--- config.mk ---
export PLATFORM = sky130hd
export DESIGN_NAME = amac_top
export DESIGN_NICKNAME = d
export VERILOG_FILES = /design/src/amac_area_match.v /design/src/amac_top.v
export VERILOG_INCLUDE_DIRS = /design/src /design/src/src
export SDC_FILE = /design/constraint.sdc
export NUM_CORES = 1
export LEC_CHECK = 0
export BUFFER_PORTS_ARGS = -buffer_cell sky130_fd_sc_hd__buf_4
export CORE_ASPECT_RATIO = 1.1
export CORE_MARGIN = 8
export CORE_UTILIZATION = 40
export CTS_CLUSTER_DIAMETER = 150
export CTS_CLUSTER_SIZE = 12
export DETAILED_ROUTE_END_ITERATION = 10
export PLACE_DENSITY = 0.65
export SLEW_MARGIN = 10
export SYNTH_ARGS = -nofsm -noshare
export SYNTH_HDL_FRONTEND = slang
export SYNTH_HIERARCHICAL = 1
export SYNTH_SLANG_ARGS = --single-unit
--- constraint.sdc ---
create_clock -name ref_clk -period 6 [get_ports ref_clk]
set_clock_uncertainty 0.05 [all_clocks]
set_input_delay 1.2 -clock ref_clk [delete_from_list [all_inputs] [get_ports ref_clk]]
set_output_delay 1.2 -clock ref_clk [all_outputs]
set_load 0.02 [all_outputs]
--- src/amac_consts.vh ---
`ifndef AMAC_CONSTS_VH
`define AMAC_CONSTS_VH
// Operation codes carried with each access
`define AMAC_OP_READ   2'h0
`define AMAC_OP_WRITE  2'h1
`define AMAC_OP_DELETE 2'h2
`define AMAC_OP_EXEC   2'h3
// Memory types
`define AMAC_MEM_ROM   2'h0
`define AMAC_MEM_RAM   2'h1
`define AMAC_MEM_FLASH 2'h2
// Permission word layout: 4 ops for privilege mode (low), 4 for user mode (high)
`define AMAC_PERM_W    8
`define AMAC_USER_OFS  4
// Manufacturing defaults per area: privilege all ops, user read and execute only
`define AMAC_DEF_PERM  8'h9F
`define AMAC_DEF_BASE  16'h0000
`define AMAC_DEF_LIMIT 16'hFFFF
// Attribute port select codes
`define AMAC_SEL_PERM  2'h0
`define AMAC_SEL_BASE  2'h1
`define AMAC_SEL_LIMIT 2'h2
`define AMAC_SEL_MEM   2'h3
`define AMAC_DEF_MEM   2'h0
`endif

--- src/amac_area_match.v ---
`timescale 1ns/1ps
`default_nettype none
// Finds the lowest-numbered area whose memory type and address window hold an address
module amac_area_match #(
  parameter AREAS = 4,
  parameter AW    = 16,
  parameter IW    = 2
) (
  input  wire [AREAS*AW-1:0] base_flat,
  input  wire [AREAS*AW-1:0] limit_flat,
  input  wire [AREAS*2-1:0]  mem_flat,
  input  wire [1:0]          mem,
  input  wire [AW-1:0]       addr,
  output reg                 hit,
  output reg  [IW-1:0]       idx
);
  integer i;
  // Scan from the top so the lowest matching area wins
  always @* begin
    hit = 1'b0;
    idx = {IW{1'b0}};
    for (i = AREAS-1; i >= 0; i = i - 1) begin
      if (mem_flat[i*2 +: 2] == mem && addr >= base_flat[i*AW +: AW] &&
          addr <= limit_flat[i*AW +: AW]) begin
        hit = 1'b1;
        idx = i[IW-1:0];
      end
    end
  end
endmodule // amac_area_match
`default_nettype wire

--- src/amac_top.v ---
`include "amac_consts.vh"
`timescale 1ns/1ps
`default_nettype none
// Overview of the unit
// The core presents one access per cycle: the target memory type and address,
// the operation, the mode of the issuing code and the place that code runs from.
// Two area matchers turn both addresses into area indices. The permission words
// of those two areas are then looked up: the target area must allow the operation
// for the mode, and the source area must allow execution for the mode.
// The result is registered, so every access is answered one cycle after it is
// taken, with either a forwarded access toward the memories or a refusal flag.
// A refused access never drives the memory side, so nothing it asked for can be
// observed or changed by the requesting code.
// Area attributes live in flip-flops. After reset they are filled with the
// manufacturing defaults, one area per cycle; until that walk is over no access
// and no attribute request is taken, so nothing runs under stale attributes.
// The attribute port is open to privilege-mode requesters only for writes;
// reads are answered for either mode, which lets software confirm its set-up.
// Limitation: the lowest-numbered matching area wins when windows overlap, so
// software must order overlapping areas from the most specific to the widest.
module amac_top #(
  parameter AREAS = 4,
  parameter AW    = 16,
  parameter IW    = 2
) (
  input  wire            ref_clk,
  input  wire            reset,
  // Core access request
  input  wire            req_valid,
  input  wire            req_priv,
  input  wire [1:0]      req_op,
  input  wire [1:0]      req_mem,
  input  wire [AW-1:0]   req_addr,
  input  wire [1:0]      fetch_mem,
  input  wire [AW-1:0]   fetch_addr,
  input  wire [15:0]     req_wdata,
  // Forwarded access toward memories
  output reg             mem_valid,
  output reg  [1:0]      mem_op,
  output reg  [1:0]      mem_sel,
  output reg  [AW-1:0]   mem_addr,
  output reg  [15:0]     mem_wdata,
  output reg             acc_done,
  output reg             acc_denied,
  output reg             init_done,
  // Attribute control port
  input  wire            cfg_wr,
  input  wire            cfg_rd,
  input  wire            cfg_priv,
  input  wire [IW-1:0]   cfg_area,
  input  wire [1:0]      cfg_sel,
  input  wire [AW-1:0]   cfg_wdata,
  output reg  [AW-1:0]   cfg_rdata,
  output reg             cfg_ack,
  output reg             cfg_rejected
);
  reg  [`AMAC_PERM_W-1:0] perm_r  [0:AREAS-1];
  reg  [AW-1:0]           base_r  [0:AREAS-1];
  reg  [AW-1:0]           limit_r [0:AREAS-1];
  reg  [1:0]              memt_r  [0:AREAS-1];
  reg  [IW:0]             init_cnt_r;
  wire [AREAS*AW-1:0]     base_flat;
  wire [AREAS*AW-1:0]     limit_flat;
  wire [AREAS*2-1:0]      mem_flat;
  wire                    src_hit;
  wire [IW-1:0]           src_idx;
  wire                    dst_hit;
  wire [IW-1:0]           dst_idx;
  reg                     grant;

  // Bit of a permission word for a given mode and operation
  // Used for both the target check and the source execute check, so the two
  // lookups can never disagree on the word layout
  function [2:0] perm_bit;
    input       priv;
    input [1:0] op;
    begin
      perm_bit = (priv ? 3'h0 : 3'd`AMAC_USER_OFS) + {1'b0, op};
    end
  endfunction

  // Flatten the attribute arrays so both matchers see the same copy
  genvar g;
  generate
    for (g = 0; g < AREAS; g = g + 1) begin : g_flat
      assign base_flat[g*AW +: AW]  = base_r[g];
      assign limit_flat[g*AW +: AW] = limit_r[g];
      assign mem_flat[g*2 +: 2]     = memt_r[g];
    end
  endgenerate

  // Area holding the code that issues the access, and the targeted area
  amac_area_match #(.AREAS(AREAS), .AW(AW), .IW(IW)) u_src (
    .base_flat  (base_flat),
    .limit_flat (limit_flat),
    .mem_flat   (mem_flat),
    .mem        (fetch_mem),
    .addr       (fetch_addr),
    .hit        (src_hit),
    .idx        (src_idx)
  );
  amac_area_match #(.AREAS(AREAS), .AW(AW), .IW(IW)) u_dst (
    .base_flat  (base_flat),
    .limit_flat (limit_flat),
    .mem_flat   (mem_flat),
    .mem        (req_mem),
    .addr       (req_addr),
    .hit        (dst_hit),
    .idx        (dst_idx)
  );

  // Target area must permit the operation and source area execution for the mode; unmapped addresses are refused
  // since there is no default grant path
  always @* begin
    grant = src_hit && dst_hit &&
            perm_r[dst_idx][perm_bit(req_priv, req_op)] &&
            perm_r[src_idx][perm_bit(req_priv, `AMAC_OP_EXEC)];
  end

  // Reset loads defaults one area per cycle; accesses held off until done
  // Trade-off: a walk of AREAS cycles costs a few cycles after reset but keeps
  // the attribute storage free of a wide parallel reset
  always @(posedge ref_clk) begin
    if (reset) begin
      init_cnt_r <= {(IW+1){1'b0}};
      init_done  <= 1'b0;
    end else if (!init_done) begin
      if (init_cnt_r == AREAS[IW:0] - 1'b1)
        init_done <= 1'b1;
      init_cnt_r <= init_cnt_r + 1'b1;
    end
  end

  // Attribute storage: defaults during init, then privileged writes only
  always @(posedge ref_clk) begin
    if (!init_done) begin
      perm_r[init_cnt_r[IW-1:0]]  <= `AMAC_DEF_PERM;
      base_r[init_cnt_r[IW-1:0]]  <= `AMAC_DEF_BASE;
      limit_r[init_cnt_r[IW-1:0]] <= `AMAC_DEF_LIMIT;
      memt_r[init_cnt_r[IW-1:0]]  <= `AMAC_DEF_MEM;
    end else if (cfg_wr && cfg_priv) begin
      case (cfg_sel)
        `AMAC_SEL_PERM:  perm_r[cfg_area]  <= cfg_wdata[`AMAC_PERM_W-1:0];
        `AMAC_SEL_BASE:  base_r[cfg_area]  <= cfg_wdata;
        `AMAC_SEL_LIMIT: limit_r[cfg_area] <= cfg_wdata;
        default:         memt_r[cfg_area]  <= cfg_wdata[1:0];
      endcase
    end
  end

  // Control port answers one cycle later; user-mode writes flagged, not applied
  // The read data holds its last value between reads, so a slow reader may
  // sample it late without losing it
  always @(posedge ref_clk) begin
    if (reset) begin
      cfg_rdata    <= {AW{1'b0}};
      cfg_ack      <= 1'b0;
      cfg_rejected <= 1'b0;
    end else begin
      cfg_ack      <= init_done && (cfg_wr || cfg_rd);
      cfg_rejected <= init_done && cfg_wr && !cfg_priv;
      if (init_done && cfg_rd) begin
        case (cfg_sel)
          `AMAC_SEL_PERM:  cfg_rdata <= {{(AW-`AMAC_PERM_W){1'b0}}, perm_r[cfg_area]};
          `AMAC_SEL_BASE:  cfg_rdata <= base_r[cfg_area];
          `AMAC_SEL_LIMIT: cfg_rdata <= limit_r[cfg_area];
          default:         cfg_rdata <= {{(AW-2){1'b0}}, memt_r[cfg_area]};
        endcase
      end
    end
  end

  // Forward only granted accesses; a denied one never reaches memory
  // Operation, select and address keep the last granted values; only the
  // write data is cleared, since it is the one field that carries content
  always @(posedge ref_clk) begin
    if (reset) begin
      mem_valid  <= 1'b0;
      mem_op     <= `AMAC_OP_READ;
      mem_sel    <= `AMAC_MEM_ROM;
      mem_addr   <= {AW{1'b0}};
      mem_wdata  <= 16'h0000;
      acc_done   <= 1'b0;
      acc_denied <= 1'b0;
    end else begin
      mem_valid  <= req_valid && init_done && grant;
      acc_done   <= req_valid && init_done;
      acc_denied <= req_valid && init_done && !grant;
      if (req_valid && init_done && grant) begin
        mem_op    <= req_op;
        mem_sel   <= req_mem;
        mem_addr  <= req_addr;
        mem_wdata <= req_wdata;
      end else begin
        mem_wdata <= 16'h0000; // no stale data left on the bus
      end
    end
  end
endmodule // amac_top
`default_nettype wire

# After elaboration in Yosys (flattened, before gate mapping)
# Memory sizes are Yosys's and may differ from the RTL's.
# Index checks and enable logic that the tools add are counted.
classes:
  mux: 53
  magnitude_cmp: 18
  n_reduce_logical: 37
  n_bitwise: 1
  eq_ne: 11
  addsub: 3
ops:
  columns: ["cell", "n"]
  rows:
  - ["$ge A16 B16 Y1", 8]
  - ["$le A16 B16 Y1", 8]
  - ["$pmux W16 S3", 1]
  - ["$mux W1", 33]
  - ["$mux W16", 2]
  - ["$reduce_or A16 Y1", 2]
  - ["$logic_and A1 B1 Y1", 27]
  - ["$mux W2", 13]
  - ["$eq A2 B2 Y1", 8]
  - ["$lt A3 B4 Y1 const B", 2]
  - ["$mux W8", 1]
  - ["$reduce_or A8 Y1", 1]
  - ["$bmux W1 S3", 2]
  - ["$reduce_or A2 Y1", 2]
  - ["$add A3 B1 Y3 const B", 1]
  - ["$add A3 B2 Y3", 1]
  - ["$add A3 B2 Y3 const B", 1]
  - ["$eq A3 B2 Y1 const B", 1]
  - ["$mux W3", 1]
  - ["$reduce_or A3 Y1", 1]
  - ["$eq A2 B1 Y1 const B", 1]
  - ["$eq A2 B2 Y1 const B", 1]
  - ["$logic_not A1 Y1", 2]
  - ["$logic_not A2 Y1", 1]
  - ["2 further kinds", 2]
totals:
  word_cells: 139
  ram_bits: 168
  memories: 4
  register_bits: 61
memory_table:
  columns: ["memory", "words", "word_bits", "rd", "rd_clocked_by_memory_dff", "write_ports", "line", "source"]
  rows:
  - ["base_r", 4, 16, 5, 0, 1, "amac_top.v:58", "reg [AW-1:0] base_r [0:AREAS-1];"]
  - ["limit_r", 4, 16, 5, 0, 1, "amac_top.v:59", "reg [AW-1:0] limit_r [0:AREAS-1];"]
  - ["perm_r", 4, 8, 3, 0, 1, "amac_top.v:57", "reg [`AMAC_PERM_W-1:0] perm_r [0:AREAS-1];"]
  - ["memt_r", 4, 2, 5, 0, 1, "amac_top.v:60", "reg [1:0] memt_r [0:AREAS-1];"]

# Depth between registers and ports, before layout
# An unclocked memory read counts as a cell.
depth:
  word_depth: 16
  mapped_depth: 17

# By module
# The synthesis kept the hierarchy.
by_module_without_submodules:
  columns: ["module", "cells_per_inst", "instances", "area_each_um2", "seq_area_each_um2"]
  rows:
  - ["amac_top", 598, 1, 9342.7, 6266.0]
  - ["amac_area_match at u_src", 450, 1, 3295.7, 0.0]
  - ["amac_area_match at u_dst", 445, 1, 3273.1, 0.0]

# Worst setup path after synthesis
# No wires, ideal clock.
synth_timing:
  path_type: "input to register"
  start: "input req_addr[0]"
  end: "register mem_addr[0]"
  path_stages: 14
  n_path_buf: 1
  path_slack_ns: 1.136
  t_arrival_ns: 4.742
  required_ns: 5.878
  cell_sequence: "inv_1 ha_1 nand2b_1 a2111oi_0 nand4b_1 a21oi_1 o31ai_2 a2111oi_4 nor3b_1 mux4_2 a221oi_2 o2111a_2 buf_12 mux2i_1"
synth_between:
  elab_chain_len: 13
  elab_cells_between_ends: 31
  cone_classes: "order compare (8); mux (10); reduce/logical (12); memory (1)"
synth_lines:
  columns: ["item", "line", "source"]
  rows:
  - ["from (decl)", "amac_top.v:33", "input wire [AW-1:0] req_addr,"]
  - ["$ge A16 B16 Y1", "amac_area_match.v:23", "if (mem_flat[i*2 +: 2] == mem && addr >= base_flat[i*AW +: AW] &&"]
  - ["$logic_and A1 B1 Y1 (2 in a row)", "amac_area_match.v:23", null]
  - ["$mux W2 (3 in a row)", "amac_area_match.v:23", null]
  - ["$mux W2 (*)", "amac_area_match.v:23", null]
  - ["via dst_idx[1]", "amac_top.v:68", "wire [IW-1:0] dst_idx;"]
  - ["$mem_v2 Z4 W8 (*)", null, null]
  - ["$bmux W1 S3 (*)", "amac_top.v:116", "perm_r[dst_idx][perm_bit(req_priv, req_op)] &&"]
  - ["$mux W1 (implied by the code) (*)", "amac_top.v:116", null]
  - ["$logic_and A1 B1 Y1 (*) (2 in a row)", "amac_top.v:115", "grant = src_hit && dst_hit &&"]
  - ["$logic_and A1 B1 Y1 (*)", "amac_top.v:189", "if (req_valid && init_done && grant) begin"]
  - ["to (signal assigned)", "amac_top.v:181", "mem_addr <= {AW{1'b0}};"]
  - ["to (signal assigned)", "amac_top.v:192", "mem_addr <= req_addr;"]
  - ["to (decl)", "amac_top.v:41", "output reg [AW-1:0] mem_addr,"]
# Mark *: on every way through the listed nets, which the timed path passes. The rest lies on a longest branch. The select of a mux whose other input is x is not followed.
# A chain may end at the register's enable or synchronous reset.

# Worst setup path in the final report
layout_timing:
  start: "input req_addr[0]"
  end: "register mem_addr[15]"
# The elaborated chain is that of the path after synthesis.

==> results.cfg <==
[power_and_ir_drop]
clkPwrFrac = 0.310
power.switching_mw = 1.38
leakage_nw = 8.61
cell_area_power_density_nw_per_um2 = 240
power.switching_fraction = 0.317
p_int_mw = 2.98
comb_power_share = 0.239
power_frac_seq = 0.451
worst_case_vdd_ir_drop_mv = 0.201

[floorplanning]
floorplan.core_area_um2 = 39200
ioPinCount = 139
die_h_um = 225
fp.dieArea_um2 = 46400
placement_rows = 76
initial_utilization = 0.406
die_w_um = 206

[clock_network]
worstSkewPairLatency_ns = 0.54
cts_setup_buffers = 0
clock-root-buffer = sky130_fd_sc_hd__clkbuf_16
postCtsResizedCells = 0
cts-root-to-sink-buffers = 3
cts_hold_buffers = 0
total_clock_buffers_created_by_cts = 23
tritoncts = built
cts_htree_levels = 1
cts_sinks = 229
worst_setup_hold_path_clk_slew_ns = 0.07

[sta]
final_max_slew_viol_count = 0
fin_crit_ns = 5.47
slew-limit-headroom = 0.201
period_share = 0.911
finalSetupViolCount = 0
rsz0062_at_grt = no
max_slew.worst_pin.slew_ns = 1.19
timing.final.hold_violations = 0
postLayoutSetupSlackWorst_ns = 0.531
finalSetupTns_ns = 0
fmax_ghz = 0.183

[critical_path]
cpPeakStageDelay_ns = 0.73
crit_path_cell_trace = buf_4 > inv_1 > ha_1 > nand2b_1 > a2111oi_0 > o31ai_1 > a21oi_1 > or4_1 > nor2b_1 > o21ba_1 > mux2i_1 > mux4_2 > a221oi_2 > o2111a_2 > buf_4 > mux2i_1
worst_ep_required_time_ns = 6.42
crit_path_start_kind = input pin
worst-endpoint-arrival_ns = 5.89
crit_slowest_cell = sky130_fd_sc_hd__o21ba_1
timing.critical_path.to_type = flop
critical_path.max_fanout = 20
timing_worst_setup_path_type = input pin to flop

[synthesis]
post_synth_inst_count = 1493
syn_avg_cell_area_um2 = 10.7
flip_flop_and_latch_count_after_synthesis = 229
postSynth.asyncResetShare = 0
synth_cell_area_um2 = 15900
post_synthesis_sequential_area_ratio = 0.394
ys.flop_type = sky130_fd_sc_hd__edfxtp_1
synth.lib_cells_used.distinct = 69
syn-num-nets = 1832
synth-edff-count = 168
ys.warnings.count = 6

[placement]
dp_slack_ns = 0.0384
globalplace.congestion = 0.968
port_buffers = 138
hpwlAfterDp_um = 40000
post_dp_cell_area_um2 = 17500

[routing]
drt_drc_violations_left = 0
drt.antenna.violating_nets = 0
finalWirelength_um = 51500
first_pass_iters = 7
via_per_inst = 5.70
avgRoutedWirePerCell_um = 23.8
detail_route.iter0.violations = 1122
routed-via-count = 12308

[global_route]
first_pass_grt_wire_length_um = 76100
overflow_after_grt = 0
globalRouteTotalUtil = 0.217
first_global_vias = 12513
pin_count_of_the_biggest_net_entering_global_routing = 64
number_of_antenna_violations_at_the_first_check_in_global_routing = 0

[finish]
finish.net_count = 1975
final_core_utilization = 0.464
layout-drive-gt1-share = 0.150
filler_cell_count = 3588
register_area_um2 = 6270
multi_input_comb_area_um2 = 8430
final_cell_area_um2 = 18200
num_antenna_cells = 0
syn_to_final_growth_pct = 14.2

[worst_hold_path]
holdCritPathClass = flop to flop

[status]
run_status = complete, no violations

[run]
cap_violations = 0
layer usage:
metal  up-vias  wire length, um  global-route usage
li1       5680                -                   -
met1      6022            21400               0.283
met2       517            24400               0.357
met3        89             4100              0.0420
met4         0             1570              0.0740
met5         -                0                   0
final cells by class:
| cell class | count | area share |
|---|---|---|
| Multi-Input combinational cell | 958 | 0.464 |
| Sequential cell | 229 | 0.345 |
| Timing Repair Buffer | 155 | 0.0641 |
| Inverter | 269 | 0.0556 |
| Clock buffer | 39 | 0.0350 |
| Tap cell | 507 | 0.0349 |
| Clock inverter | 2 | 0.00110 |
metrics by stage:
| step | instances | power, mW | hold WS, ns |
|---|---|---|---|
| floorplan | 1493 | 2.59 | 0.404 |
| CTS | 2159 | 4.37 | 0.426 |
| finish | 2159 | 4.36 | 0.424 |
| detailed placement | 2118 | 3.02 | 0.415 |
| global route | 2159 | 4.54 | 0.449 |
| global placement | 2118 | 2.99 | 0.410 |
logic make-up after synthesis:
group / share of synthesized area
adder cells (fa/ha/maj): 0.203
XOR/XNOR: 0.00936
AO/OA/AOI/OAI: 0.104
flip-flops: 0.394
AND/OR/NAND/NOR: 0.117
buffers and inverters: 0.0761
multiplexers: 0.0969
worst max-delay path: cells and delay by family:
family / cells / cell delay [ns]
buffers and inverters: 3 / 0.57
AOI/OAI and AO/OA: 6 / 2.03
and+or+nand+nor: 3 / 0.78
muxes: 3 / 0.94
adders and majority gates: 1 / 0.34
power groups by stage:
| stage | Clock (mW) | Sequential, mW | Combinational, mW |
|---|---|---|---|
| floorplan | 0 | 1.95 | 0.640 |
| global placement | 0 | 1.99 | 0.995 |
| CTS | 1.37 | 1.96 | 1.03 |
| finish | 1.35 | 1.96 | 1.04 |
| global route | 1.43 | 1.97 | 1.14 |
| detailed placement | 0 | 1.99 | 1.03 |
cell usage after synthesis, drive strengths merged, types with 5 or more instances:
cell	instances	area [um^2]
nor2	63	236
nand4	39	244
a22oi	8	60.1
nor3	11	55.1
a2111oi	8	108
o21ai	43	215
o211ai	18	140
and2	7	43.8
nor4	5	31.3
a211oi	15	113
mux2i	37	370
xor2	11	96.3
nand2	60	225
xnor2	6	52.6
o31ai	7	57.6
and4	6	53.8
ha	258	3230
or4	7	56.3
buf	14	115
and3	17	106
edfxtp	168	5040
dfxtp	61	1220
inv	269	1010
nor2b	16	100
a21oi	87	435
mux4	50	1130
a221oi	12	111
nand3	26	130
clkbuf	23	86.3
nand2b	73	457
a21o	21	159
state kept, by name (all words and copies together) (netlist names), 3 cells and up:
register	flops
base_r	64
limit_r	64
perm_r	32
cfg_rdata	16
mem_addr	16
mem_wdata	16
memt_r	8
init_cnt_r	3
path summary, 6_finish.rpt:
path                        startpoint                         to  slack (ns)  depth (start not counted)
min          mem_addr[10]$_SDFFE_PP0P_  mem_addr[10]$_SDFFE_PP0P_        0.42                          2
min reg2reg  mem_addr[10]$_SDFFE_PP0P_  mem_addr[10]$_SDFFE_PP0P_        0.42                          2
max                        req_addr[0]  mem_addr[15]$_SDFFE_PP0P_        0.53                         16
max reg2reg    limit_r[1][9]$_DFFE_PP_  mem_addr[15]$_SDFFE_PP0P_        0.98                         13
cells in the final DEF (no fill, tap or decap), types with 15 or more instances in the layout:
cell type	n
sky130_fd_sc_hd__inv_1	269
sky130_fd_sc_hd__ha_1	258
sky130_fd_sc_hd__edfxtp_1	168
sky130_fd_sc_hd__buf_4	155
sky130_fd_sc_hd__a21oi_1	87
sky130_fd_sc_hd__nand2b_1	73
sky130_fd_sc_hd__nor2_1	63
sky130_fd_sc_hd__dfxtp_1	61
sky130_fd_sc_hd__nand2_1	60
sky130_fd_sc_hd__mux4_2	50
sky130_fd_sc_hd__nand4_1	39
sky130_fd_sc_hd__mux2i_1	37
sky130_fd_sc_hd__o21ai_0	34
sky130_fd_sc_hd__nand3_1	26
sky130_fd_sc_hd__clkbuf_16	23
sky130_fd_sc_hd__a21o_1	20
sky130_fd_sc_hd__and3_1	17
sky130_fd_sc_hd__o211ai_1	17
sky130_fd_sc_hd__nor2b_1	16
sky130_fd_sc_hd__clkbuf_1	16
sky130_fd_sc_hd__a211oi_1	15
Power figures use the tool's default switching activity.
